### config.mk
export PLATFORM = sky130hd
export DESIGN_NAME = jtap_top
export DESIGN_NICKNAME = d
export VERILOG_FILES = /design/src/jtap_pkg.sv /design/src/jtap_brk_unit.sv /design/src/jtap_pin_sync.sv /design/src/jtap_top.sv
export SDC_FILE = /design/constraint.sdc
export NUM_CORES = 1
export LEC_CHECK = 0
export CAP_MARGIN = 10
export CORE_MARGIN = 5
export CORE_UTILIZATION = 45
export CTS_BUF_LIST = sky130_fd_sc_hd__clkbuf_8
export DETAILED_ROUTE_END_ITERATION = 10
export DONT_BUFFER_PORTS = 1
export PLACE_DENSITY = 0.62
export RECOVER_POWER = 100
export SLEW_MARGIN = 10
export SYNTH_ARGS = -nofsm -noshare
export SYNTH_HDL_FRONTEND = slang
export SYNTH_SLANG_ARGS = --single-unit
### constraint.sdc
create_clock -name pclk -period 2 [get_ports pclk]
set_input_delay 0.4 -clock pclk [delete_from_list [all_inputs] [get_ports pclk]]
set_output_delay 0.4 -clock pclk [all_outputs]
set_load 0.03 [all_outputs]
### src/jtap_pkg.sv
// jtap_pkg: constants and types for the test access port block
// assumes: included before every design file of the block
package jtap_pkg;

  // ****************************************************
  // apb register map
  // ****************************************************
  localparam logic [7:0] JTAP_CTRL_OFS = 8'h00;   // control: disable bit, fuses, locks
  localparam logic [7:0] JTAP_STAT_OFS = 8'h04;   // status: tap state, instruction, scan outputs
  localparam logic [7:0] JTAP_DCHN_OFS = 8'h08;   // cpu to debugger byte channel
  localparam logic [7:0] JTAP_BRKC_OFS = 8'h0C;   // break unit control
  localparam logic [7:0] JTAP_BP0_OFS = 8'h10;    // break point 0..3 at 0x10..0x1C
  localparam logic [7:0] JTAP_BRKS_OFS = 8'h20;   // break status (sticky hits)
  localparam logic [7:0] JTAP_PCDA_OFS = 8'h24;   // observed program and data addresses

  // ****************************************************
  // reset values and field positions
  // ****************************************************
  localparam logic [31:0] JTAP_CTRL_RST = 32'h0000_0006; // enable fuse, debug fuse set
  localparam int JTAP_CTRL_DIS = 0;   // test_port_disable_bit
  localparam int JTAP_CTRL_EN = 1;    // test_port_enable_fuse
  localparam int JTAP_CTRL_DBG = 2;   // debug_enable_fuse
  localparam int JTAP_CTRL_LB1 = 3;   // lock_bit_one
  localparam int JTAP_CTRL_LB2 = 4;   // lock_bit_two

  // ****************************************************
  // tap constants
  // ****************************************************
  localparam logic [3:0] JTAP_IR_CAPTURE = 4'h1;  // fixed captured ir value
  localparam logic [3:0] JTAP_IR_EXTEST = 4'h0;
  localparam logic [3:0] JTAP_IR_IDCODE = 4'h1;   // default instruction
  localparam logic [3:0] JTAP_IR_SAMPLE = 4'h2;
  localparam logic [3:0] JTAP_IR_RESET = 4'hC;    // reset data register
  localparam logic [3:0] JTAP_IR_BYPASS = 4'hF;
  localparam logic [31:0] JTAP_IDCODE_VAL = 32'h1234_5001; // arbitrary identity value
  localparam int JTAP_RESET_ONES = 5;             // tms-high periods to reset

  // ****************************************************
  // types
  // ****************************************************
  typedef enum logic [3:0] {
    TLR, RTI, SEL_DR, CAP_DR, SH_DR, EX1_DR, PAU_DR, EX2_DR, UPD_DR,
    SEL_IR, CAP_IR, SH_IR, EX1_IR, PAU_IR, EX2_IR, UPD_IR
  } jtap_state_t;

  // synchronised pin levels and edge pulses
  typedef struct packed {
    logic tck_rise;
    logic tck_fall;
    logic tms;
    logic tdi;
  } jtap_pins_t;

  // break point entry: kind and address
  typedef struct packed {
    logic en;       // break point active
    logic data;     // data memory rather than program memory
    logic [13:0] mask;
    logic [15:0] addr;
  } jtap_bp_t;

endpackage : jtap_pkg

### src/jtap_brk_unit.sv
// jtap_brk_unit: break point compare for program and data addresses
// assumes: addresses and event strobes come from the core on pclk
`timescale 1ns/1ns
`default_nettype none
module jtap_brk_unit
  import jtap_pkg::*;
(
  // configuration
  input wire jtap_bp_t bp [4],
  input wire logic flow_en,
  input wire logic step_en,
  // core activity
  input wire logic [15:0] pc_addr,
  input wire logic [15:0] data_addr,
  input wire logic insn_valid,
  input wire logic flow_change,
  input wire logic data_valid,
  // per source hit this cycle: bp0..3, flow, step
  output logic [5:0] hit
);

  // each break point compares under its mask; only 2 and 3 may match data
  for (genvar i = 0; i < 4; i++) begin : g_bp
    logic [15:0] cmp;
    logic is_data;
    assign is_data = (i >= 2) && bp[i].data;
    assign cmp = is_data ? data_addr : pc_addr;
    assign hit[i] = bp[i].en && (is_data ? data_valid : insn_valid) &&
                    (((cmp ^ bp[i].addr) & ~{2'b00, bp[i].mask}) == 16'h0000);
  end

  assign hit[4] = flow_en & flow_change;
  assign hit[5] = step_en & insn_valid;

endmodule : jtap_brk_unit
`default_nettype wire

### src/jtap_pin_sync.sv
// jtap_pin_sync: two-flop synchronisers for tck, tms, tdi plus tck edges
// assumes: pins are asynchronous to pclk; tck much slower than pclk
`timescale 1ns/1ns
`default_nettype none
module jtap_pin_sync
  import jtap_pkg::*;
(
  // clock and reset
  input wire logic pclk,
  input wire logic presetn,
  // raw pins
  input wire logic tck,
  input wire logic tms,
  input wire logic tdi,
  // synchronised view
  output jtap_pins_t pins
);

  logic [2:0] s1_r;    // first stage, read only by second stage
  logic [2:0] s2_r;    // second stage
  logic tck_d_r;       // delayed tck for edge finding

  // two flip-flops per pin, plus a third on tck for edge finding
  always_ff @(posedge pclk or negedge presetn) begin
    if (!presetn) begin
      s1_r <= 3'h0;
      s2_r <= 3'h0;
      tck_d_r <= 1'b0;
    end else begin
      s1_r <= {tck, tms, tdi};
      s2_r <= s1_r;
      tck_d_r <= s2_r[2];
    end
  end

  // edges from the second stage only
  assign pins.tck_rise = s2_r[2] & ~tck_d_r;
  assign pins.tck_fall = ~s2_r[2] & tck_d_r;
  assign pins.tms = s2_r[1];
  assign pins.tdi = s2_r[0];

endmodule : jtap_pin_sync
`default_nettype wire

### src/jtap_top.sv
// jtap_top: test access port controller, data registers, apb regs, break unit
// assumes: tck/tms/tdi asynchronous pins sampled on pclk (250 MHz);
//          apb master on pclk; core signals on pclk
//
// Overview of operation
// - sixteen state machine stepped by tms on tck rise
// - power-on reset starts in test-logic-reset
// - all shifts least significant bit first
// - shift-ir outputs captured value 0x01
// - last bit taken when leaving shift with tms
// - instruction updates only in update-ir or to idcode in test-logic-reset, selects register
// - shift-dr outputs captured parallel inputs
// - latched outputs update only in update-dr
// - exit and pause states do nothing
// - five tms-high periods reach test-logic-reset
// - no test reset pin
// - enable fuse clear: pins normal, tap reset
// - fuse set, disable clear: pullups, port enabled
// - debug needs both fuses, no lock bits
// - break on flow change and single step
// - two program, two combined break points
// - cpu writes results to channel location
// - bypass single stage, zero after capture
// - idcode is the default instruction
`timescale 1ns/1ns
`default_nettype none
module jtap_top
  import jtap_pkg::*;
(
  // clock and reset
  input wire logic pclk,
  input wire logic presetn,
  // apb slave
  input wire logic psel,
  input wire logic penable,
  input wire logic pwrite,
  input wire logic [7:0] paddr,
  input wire logic [31:0] pwdata,
  output logic [31:0] prdata,
  output logic pready,
  output logic pslverr,
  // test pins
  input wire logic tck,
  input wire logic tms,
  input wire logic tdi,
  output logic tdo,
  output logic tdo_oe,
  output logic pins_pullup,
  // core side
  input wire logic [15:0] pc_addr,
  input wire logic [15:0] data_addr,
  input wire logic insn_valid,
  input wire logic flow_change,
  input wire logic data_valid,
  input wire logic chan_wr,
  input wire logic [7:0] chan_wdata,
  output logic chan_flag,
  output logic brk_req,
  output logic dbg_enable,
  output logic sys_reset_req
);

  // ****************************************************
  // pin synchroniser
  // ****************************************************
  jtap_pins_t pins;  // synchronised tck edges, tms, tdi

  jtap_pin_sync u_sync (
    .pclk(pclk),
    .presetn(presetn),
    .tck(tck),
    .tms(tms),
    .tdi(tdi),
    .pins(pins)
  );

  // ****************************************************
  // control register and enables
  // ****************************************************
  logic [31:0] ctrl_r;       // fuses, disable bit, locks
  logic port_en;             // test port enabled
  logic dbg_ok;              // debug allowed

  assign port_en = ctrl_r[JTAP_CTRL_EN] & ~ctrl_r[JTAP_CTRL_DIS];
  assign dbg_ok = port_en & ctrl_r[JTAP_CTRL_DBG] &
                  ~ctrl_r[JTAP_CTRL_LB1] & ~ctrl_r[JTAP_CTRL_LB2];

  // ****************************************************
  // tap state machine
  // ****************************************************
  jtap_state_t state_r;      // current tap state
  jtap_state_t state_nxt;    // next on tck rise

  // tms-driven transitions
  always_comb begin
    state_nxt = state_r;
    unique case (state_r)
      TLR: state_nxt = pins.tms ? TLR : RTI;
      RTI: state_nxt = pins.tms ? SEL_DR : RTI;
      SEL_DR: state_nxt = pins.tms ? SEL_IR : CAP_DR;
      CAP_DR: state_nxt = pins.tms ? EX1_DR : SH_DR;
      SH_DR: state_nxt = pins.tms ? EX1_DR : SH_DR;
      EX1_DR: state_nxt = pins.tms ? UPD_DR : PAU_DR;
      PAU_DR: state_nxt = pins.tms ? EX2_DR : PAU_DR;
      EX2_DR: state_nxt = pins.tms ? UPD_DR : SH_DR;
      UPD_DR: state_nxt = pins.tms ? SEL_DR : RTI;
      SEL_IR: state_nxt = pins.tms ? TLR : CAP_IR;
      CAP_IR: state_nxt = pins.tms ? EX1_IR : SH_IR;
      SH_IR: state_nxt = pins.tms ? EX1_IR : SH_IR;
      EX1_IR: state_nxt = pins.tms ? UPD_IR : PAU_IR;
      PAU_IR: state_nxt = pins.tms ? EX2_IR : PAU_IR;
      EX2_IR: state_nxt = pins.tms ? UPD_IR : SH_IR;
      UPD_IR: state_nxt = pins.tms ? SEL_DR : RTI;
    endcase
  end

  // state register; only presetn or a disabled port (fuse clear or disable bit set) resets it, no test reset pin
  always_ff @(posedge pclk or negedge presetn) begin
    if (!presetn) begin
      state_r <= TLR;
    end else if (!port_en) begin
      state_r <= TLR;
    end else if (pins.tck_rise) begin
      state_r <= state_nxt;
    end
  end

  // ****************************************************
  // instruction register
  // ****************************************************
  logic [3:0] ir_sh_r;       // instruction shift stage
  logic [3:0] ir_r;          // latched instruction

  // capture, shift lsb first, update
  always_ff @(posedge pclk or negedge presetn) begin
    if (!presetn) begin
      ir_sh_r <= 4'h0;
      ir_r <= JTAP_IR_IDCODE;
    end else if (state_r == TLR) begin
      ir_r <= JTAP_IR_IDCODE;
    end else if (pins.tck_rise) begin
      unique case (state_r)
        CAP_IR: ir_sh_r <= JTAP_IR_CAPTURE;
        SH_IR: ir_sh_r <= {pins.tdi, ir_sh_r[3:1]};
        UPD_IR: ir_r <= ir_sh_r;
        default: ;
      endcase
    end
  end

  // ****************************************************
  // data registers
  // ****************************************************
  logic [31:0] dr_sh_r;      // shared data shift stage
  logic [5:0] dr_len;        // length of selected register
  logic [31:0] dr_cap;       // parallel capture value
  logic [15:0] pins_sample;  // sampled core view for sample/extest
  logic rst_dr_r;            // reset data register output, unlatched
  logic [15:0] scan_out_r;   // latched scan outputs

  assign pins_sample = pc_addr;

  // selected register by instruction
  always_comb begin
    dr_len = 6'd1;
    dr_cap = 32'h0000_0000;                               // bypass captures zero
    unique case (ir_r)
      JTAP_IR_IDCODE: begin
        dr_len = 6'd32;
        dr_cap = JTAP_IDCODE_VAL;
      end
      JTAP_IR_EXTEST, JTAP_IR_SAMPLE: begin
        dr_len = 6'd16;
        dr_cap = {16'h0000, pins_sample};
      end
      JTAP_IR_RESET: begin
        dr_len = 6'd1;
        dr_cap = 32'h0000_0000;
      end
      default: ;
    endcase
  end

  // capture, shift lsb first into the top of the selected length
  always_ff @(posedge pclk or negedge presetn) begin
    if (!presetn) begin
      dr_sh_r <= 32'h0000_0000;
    end else if (pins.tck_rise) begin
      unique case (state_r)
        CAP_DR: dr_sh_r <= dr_cap;
        SH_DR: begin
          dr_sh_r <= dr_sh_r >> 1;
          dr_sh_r[dr_len[4:0] - 5'd1] <= pins.tdi;
        end
        default: ;
      endcase
    end
  end

  // latched parallel outputs change only in update-dr
  always_ff @(posedge pclk or negedge presetn) begin
    if (!presetn) begin
      scan_out_r <= 16'h0000;
      rst_dr_r <= 1'b0;
    end else if (state_r == TLR) begin
      rst_dr_r <= 1'b0;
    end else if (pins.tck_rise && state_r == UPD_DR && ir_r == JTAP_IR_EXTEST) begin
      scan_out_r <= dr_sh_r[15:0];
    end else if (pins.tck_rise && state_r == SH_DR && ir_r == JTAP_IR_RESET) begin
      rst_dr_r <= pins.tdi;                               // unlatched output
    end
  end

  // ****************************************************
  // tdo on falling tck, driven only in shift states
  // ****************************************************
  always_ff @(posedge pclk or negedge presetn) begin
    if (!presetn) begin
      tdo <= 1'b0;
      tdo_oe <= 1'b0;
    end else if (!port_en) begin
      tdo <= 1'b0;
      tdo_oe <= 1'b0;
    end else if (pins.tck_fall) begin
      tdo_oe <= (state_r == SH_IR) || (state_r == SH_DR);
      tdo <= (state_r == SH_IR) ? ir_sh_r[0] :
             (state_r == SH_DR) ? dr_sh_r[0] : 1'b0;
    end
  end

  // ****************************************************
  // break unit
  // ****************************************************
  jtap_bp_t bp_r [4];        // break point entries
  logic [1:0] brkc_r;        // flow, step enables
  logic [5:0] hit;           // per source hits
  logic [5:0] brks_r;        // sticky hits

  jtap_brk_unit u_brk (
    .bp(bp_r),
    .flow_en(brkc_r[0]),
    .step_en(brkc_r[1]),
    .pc_addr(pc_addr),
    .data_addr(data_addr),
    .insn_valid(insn_valid),
    .flow_change(flow_change),
    .data_valid(data_valid),
    .hit(hit)
  );

  // ****************************************************
  // apb slave: zero wait, error on unmapped address
  // ****************************************************
  logic wr_en;               // write in access phase
  logic rd_en;               // read in access phase
  logic hit_ofs;             // address is mapped
  logic [31:0] rd_mux;       // read value
  logic [7:0] chan_r;        // channel byte
  logic chan_clr;            // debugger reads the channel

  assign wr_en = psel & penable & pwrite;
  assign rd_en = psel & penable & ~pwrite;
  assign chan_clr = rd_en && paddr == JTAP_DCHN_OFS;

  // read decode
  always_comb begin
    hit_ofs = 1'b1;
    rd_mux = 32'h0000_0000;
    unique case (paddr)
      JTAP_CTRL_OFS: rd_mux = ctrl_r;
      JTAP_STAT_OFS: rd_mux = {scan_out_r, 6'h00, dbg_ok, port_en, ir_r, state_r};
      JTAP_DCHN_OFS: rd_mux = {23'h0, chan_flag, chan_r};
      JTAP_BRKC_OFS: rd_mux = {30'h0, brkc_r};
      8'h10, 8'h14, 8'h18, 8'h1C: rd_mux = bp_r[paddr[3:2]];
      JTAP_BRKS_OFS: rd_mux = {26'h0, brks_r};
      JTAP_PCDA_OFS: rd_mux = {data_addr, pc_addr};
      default: hit_ofs = 1'b0;
    endcase
  end

  // bus answer registers
  always_ff @(posedge pclk or negedge presetn) begin
    if (!presetn) begin
      prdata <= 32'h0000_0000;
      pready <= 1'b0;
      pslverr <= 1'b0;
    end else begin
      pready <= psel & ~penable;
      pslverr <= psel & ~penable & ~hit_ofs;
      prdata <= (psel & ~penable & ~pwrite) ? rd_mux : 32'h0000_0000;
    end
  end

  // writable registers; apply only when pready is high
  always_ff @(posedge pclk or negedge presetn) begin
    if (!presetn) begin
      ctrl_r <= JTAP_CTRL_RST;
      brkc_r <= 2'b00;
      for (int i = 0; i < 4; i++) begin
        bp_r[i] <= '0;
      end
    end else if (wr_en && pready) begin
      unique case (paddr)
        JTAP_CTRL_OFS: ctrl_r <= {27'h0, pwdata[4:0]};
        JTAP_BRKC_OFS: brkc_r <= pwdata[1:0];
        8'h10, 8'h14, 8'h18, 8'h1C: bp_r[paddr[3:2]] <= pwdata;
        default: ;
      endcase
    end
  end

  // channel byte and sticky flag: set wins over debugger clear
  always_ff @(posedge pclk or negedge presetn) begin
    if (!presetn) begin
      chan_r <= 8'h00;
      chan_flag <= 1'b0;
    end else if (chan_wr) begin
      chan_r <= chan_wdata;
      chan_flag <= 1'b1;
    end else if (chan_clr && pready) begin
      chan_flag <= 1'b0;
    end
  end

  // sticky break hits and break request, gated by debug enable
  always_ff @(posedge pclk or negedge presetn) begin
    if (!presetn) begin
      brks_r <= 6'h00;
      brk_req <= 1'b0;
    end else begin
      brk_req <= dbg_ok & (|hit);
      if (wr_en && pready && paddr == JTAP_BRKS_OFS) begin
        brks_r <= (brks_r & ~pwdata[5:0]) | (dbg_ok ? hit : 6'h00);
      end else begin
        brks_r <= brks_r | (dbg_ok ? hit : 6'h00);
      end
    end
  end

  // ****************************************************
  // misc outputs
  // ****************************************************
  always_ff @(posedge pclk or negedge presetn) begin
    if (!presetn) begin
      pins_pullup <= 1'b0;
      dbg_enable <= 1'b0;
      sys_reset_req <= 1'b0;
    end else begin
      pins_pullup <= port_en;
      dbg_enable <= dbg_ok;
      sys_reset_req <= rst_dr_r;                          // reset register, not latched
    end
  end

endmodule : jtap_top
`default_nettype wire

==> reports/results.tsv <==
stage	metric	value	unit
placed_design	gp_congestion	0.890	
finish	fillers	2392	
worst_setup_path	reg2reg_from	bp_r[62]	
worst_setup_path	cp-start-kind	primary input	
worst_setup_path	crit_path_max_fanout	14	
finish	layout_common_cells	dfrtp_1 (255), mux2_1 (78), mux2_2 (71), nand2_1 (68), a21oi_1 (56)	
synthesis	yosys.area_share.simple	7.48	%
power_and_ir_drop	p_leak	0.00673	µW
timing	finalCriticalPeriod	1980	ps
clock_network	cts_buffers	45	
clock_network	clk_pin_slew	60	ps
drt	wl	36.9	mm
finish	design_area	14800	µm²
grt	grt_usage	23.8	%
power_and_ir_drop	ir_drop	0.430	mV
worst_setup_path	critPathRequiredTime	2480	ps
placed_design	dp_hpwl	25.6	mm
synthesis	syn_nets	1099	
finish	drive_gt1_share	23.0	%
synthesis	synth_flop_cell	dfrtp_1	
die	row_count	61	
synthesis	synth_edf_count	0	
flow_run	cap_violations	0	
synthesis	ys_ff_latch	258	
die	num_io_pins	133	
worst_setup_path	setup.worst_path.end	prdata[9]	
timing	worst_pin_slew	945	ps
placed_design	numPortBuffers	0	
finish	nets	1202	
clock_network	clock_latency	570	ps
die	coreArea	27600	µm²
synthesis	synthDistinctLibCells	49	
synthesis	synth_top_family_by_area	multiplexers	
clock_network	cts.htree.levels	2	
timing	fmax	505	MHz
hold_path	hp-class	in2async	
timing	fin_setup_tns	0	ps
outcome	violations	negative hold slack	
outcome	outcome	complete, but fails checks	
synthesis	synth_compound_area_share	9.70	%
placed_design	dpl-instance-area	13600	µm²
timing	rsz0062_at_grt	yes	
synthesis	synth_mux_area_share	23.7	%
synthesis	synth-adder-area-share	0	%
timing	fin_ws	21.1	ps
placed_design	place_inst	1390	
clock_network	cts_tree	yes	
timing	hold_viol	256	
timing	setup_violations	0	
worst_setup_path	rrSetupSlack	60	ps
drt	vias	8797	
synthesis	synth_seq_area_share	51.8	%
worst_setup_path	arrival	2460	ps
clock_network	clockBufferDepth	3	
synthesis	synthesis.area	12500	µm²
grt	grt_pass1_wl	56.4	mm
worst_setup_path	crit_path_end_kind	flip-flop	
finish	final_common_cell	dfrtp_1	
die	die_w	176	µm
worst_setup_path	crit_start	paddr[1]	
clock_network	holdBufCountCts	48	
synthesis	ys_warn_count	0	
power_and_ir_drop	power_density	740	nW/µm²
synthesis	syn_area_per_cell	12.4	µm²
synthesis	netlist_instances	1007	
finish	fin_cells	1521	
timing	timing.final.crit_share	98.9	%
clock_network	clock_sinks	258	
placed_design	post-place-ws	-260	ps
drt	drc	0	
timing	slew_violations	0	
drt	firstDrtPassIters	5	
clock_network	clockRootBuffer	clkbuf_8	
timing	skew	27.9	ps
grt	antenna_found_initial	0	
timing	slew-limit-headroom	37.0	%
synthesis	synthArstFlopShare	100	%
die	dieArea	31100	µm²
timing	whs	-474	ps
finish	areaGrowthSynthToFinish	18.6	%
worst_setup_path	worstSetupPathType	in2reg	
synthesis	synth-xor-area-share	4.50	%
grt	overflow	0	
worst_setup_path	r2r_cells	8	
worst_setup_path	r2r_end	brk_req	
drt	first_iter_violations	748	
grt	grt_pass1_vias	9112	
die	die_h	176	µm
drt	wl_per_cell	24.2	µm
grt	grt_max_degree	259	
drt	drtAntennaViolNets	0	
drt	vias_per_cell	5.78	
die	start_util	45.2	%
-- synthesized netlist by cell type (3+ instances only) --
cell      number  area [µm²]
nor2_2         3        18.8
o21ai_0       35         175
buf_4          7        52.6
and3_1        15        93.8
nor3_1         9        45.0
a22oi_1       43         323
xor2_1        28         245
nor2b_1        5        31.3
mux4_2        34         766
and2_1         3        18.8
xnor2_1       36         315
nor2_1        31         116
buf_8          3        45.0
nand2b_1      11        68.8
dfrtp_1      255        6380
a22o_1        10        87.6
a211oi_1       3        22.5
mux2_1        33         372
mux2i_1       37         370
mux2_2       128        1440
dfstp_2        3        78.8
inv_1          7        26.3
nand2_1       68         255
nor4_1         9        56.3
o22ai_1       32         200
a32o_1         3        30.0
a31oi_1        4        25.0
nand3_1       15        75.1
a21oi_1       56         280
buf_1          6        22.5
nand4_1        5        31.3
clkbuf_1      33         124
buf_2         16        80.1
-- per-stage QoR --
step	total power (µW)	util (%)	hold slack (ps)
after global placement	5660	49.4	114
after CTS	11100	54.8	-501
after floorplan	5630	-	104
after detailed placement	5660	49.4	112
after global routing	11300	53.6	-499
final	10900	53.7	-474
-- how the worst min path moves through the flow --
stage                      to  depth (start not counted)  slack [ps]
2_1_floorplan         bp_r[0]                          0         100
4_1_cts        u_sync.s1_r[0]                          0        -500
5_1_grt        u_sync.s1_r[0]                          0        -500
6_report       u_sync.s1_r[0]                          0        -470
3_3_place_gp   u_sync.s1_r[0]                          0         110
3_5_place_dp   u_sync.s1_r[0]                          0         110
-- layer usage --
layer | vias to the layer above | global-route usage [%] | routed length [µm]
met5 | - | 0 | 0
met4 | 0 | 7.74 | 1210
met3 | 82 | 6.00 | 2960
met2 | 337 | 35.7 | 16600
met1 | 4460 | 34.1 | 16100
li1 | 3918 | - | -
-- worst max-delay path, cell delays in order --
cell	delay, ps
or4_4	560
buf_4	180
nor3_4	160
clkbuf_2	490
a22oi_1	260
a21oi_1	190
clkbuf_1	210
-- cells by family (layout without fill, tap and decap cells) --
| kind of cell | after synthesis | after routing |
|---|---|---|
| AOI/OAI and AO/OA | 194 | 194 |
| DFF | 258 | 258 |
| and+or+nand+nor | 187 | 187 |
| other | 0 | 2 |
| muxes | 232 | 232 |
| xor gates and xnor gates | 64 | 64 |
| buffers and inverters | 72 | 206 |
-- state kept, by name, indices dropped and copies added, names as in the netlist, 5 cells and up --
register,flops
bp_r,128
dr_sh_r,32
prdata,32
scan_out_r,16
chan_r,8
brks_r,6
ctrl_r,5
-- cell type report --
type                            instances  area [µm²]  share of cell area (%)
Antenna cell                            2        5.00                  0.0339
Clock buffer                           53         729                    4.93
Clock inverter                         25         238                    1.61
Inverter                                7        26.3                   0.178
Multi-Input combinational cell        677        5770                    39.0
Sequential cell                       258        6460                    43.7
Tap cell                              378         473                    3.20
Timing Repair Buffer                  121        1080                    7.32
-- report_power, final --
part | total, µW | switching (µW) | leakage, µW | internal [µW]
logic | 397 | 181 | 0.00272 | 216
registers | 5290 | 33.2 | 0.00347 | 5260
clock network | 5260 | 2210 | 0.000542 | 3040
total | 10900 | 2430 | 0.00673 | 8520
-- repair_timing --
item	in CTS	in global routing
pin swaps	4	5
buffers inserted	3	0
resized for setup	6	7
endpoints found under the hold margin	412	258
setup endpoints to repair	2	3
Power figures use the tool's default switching activity.
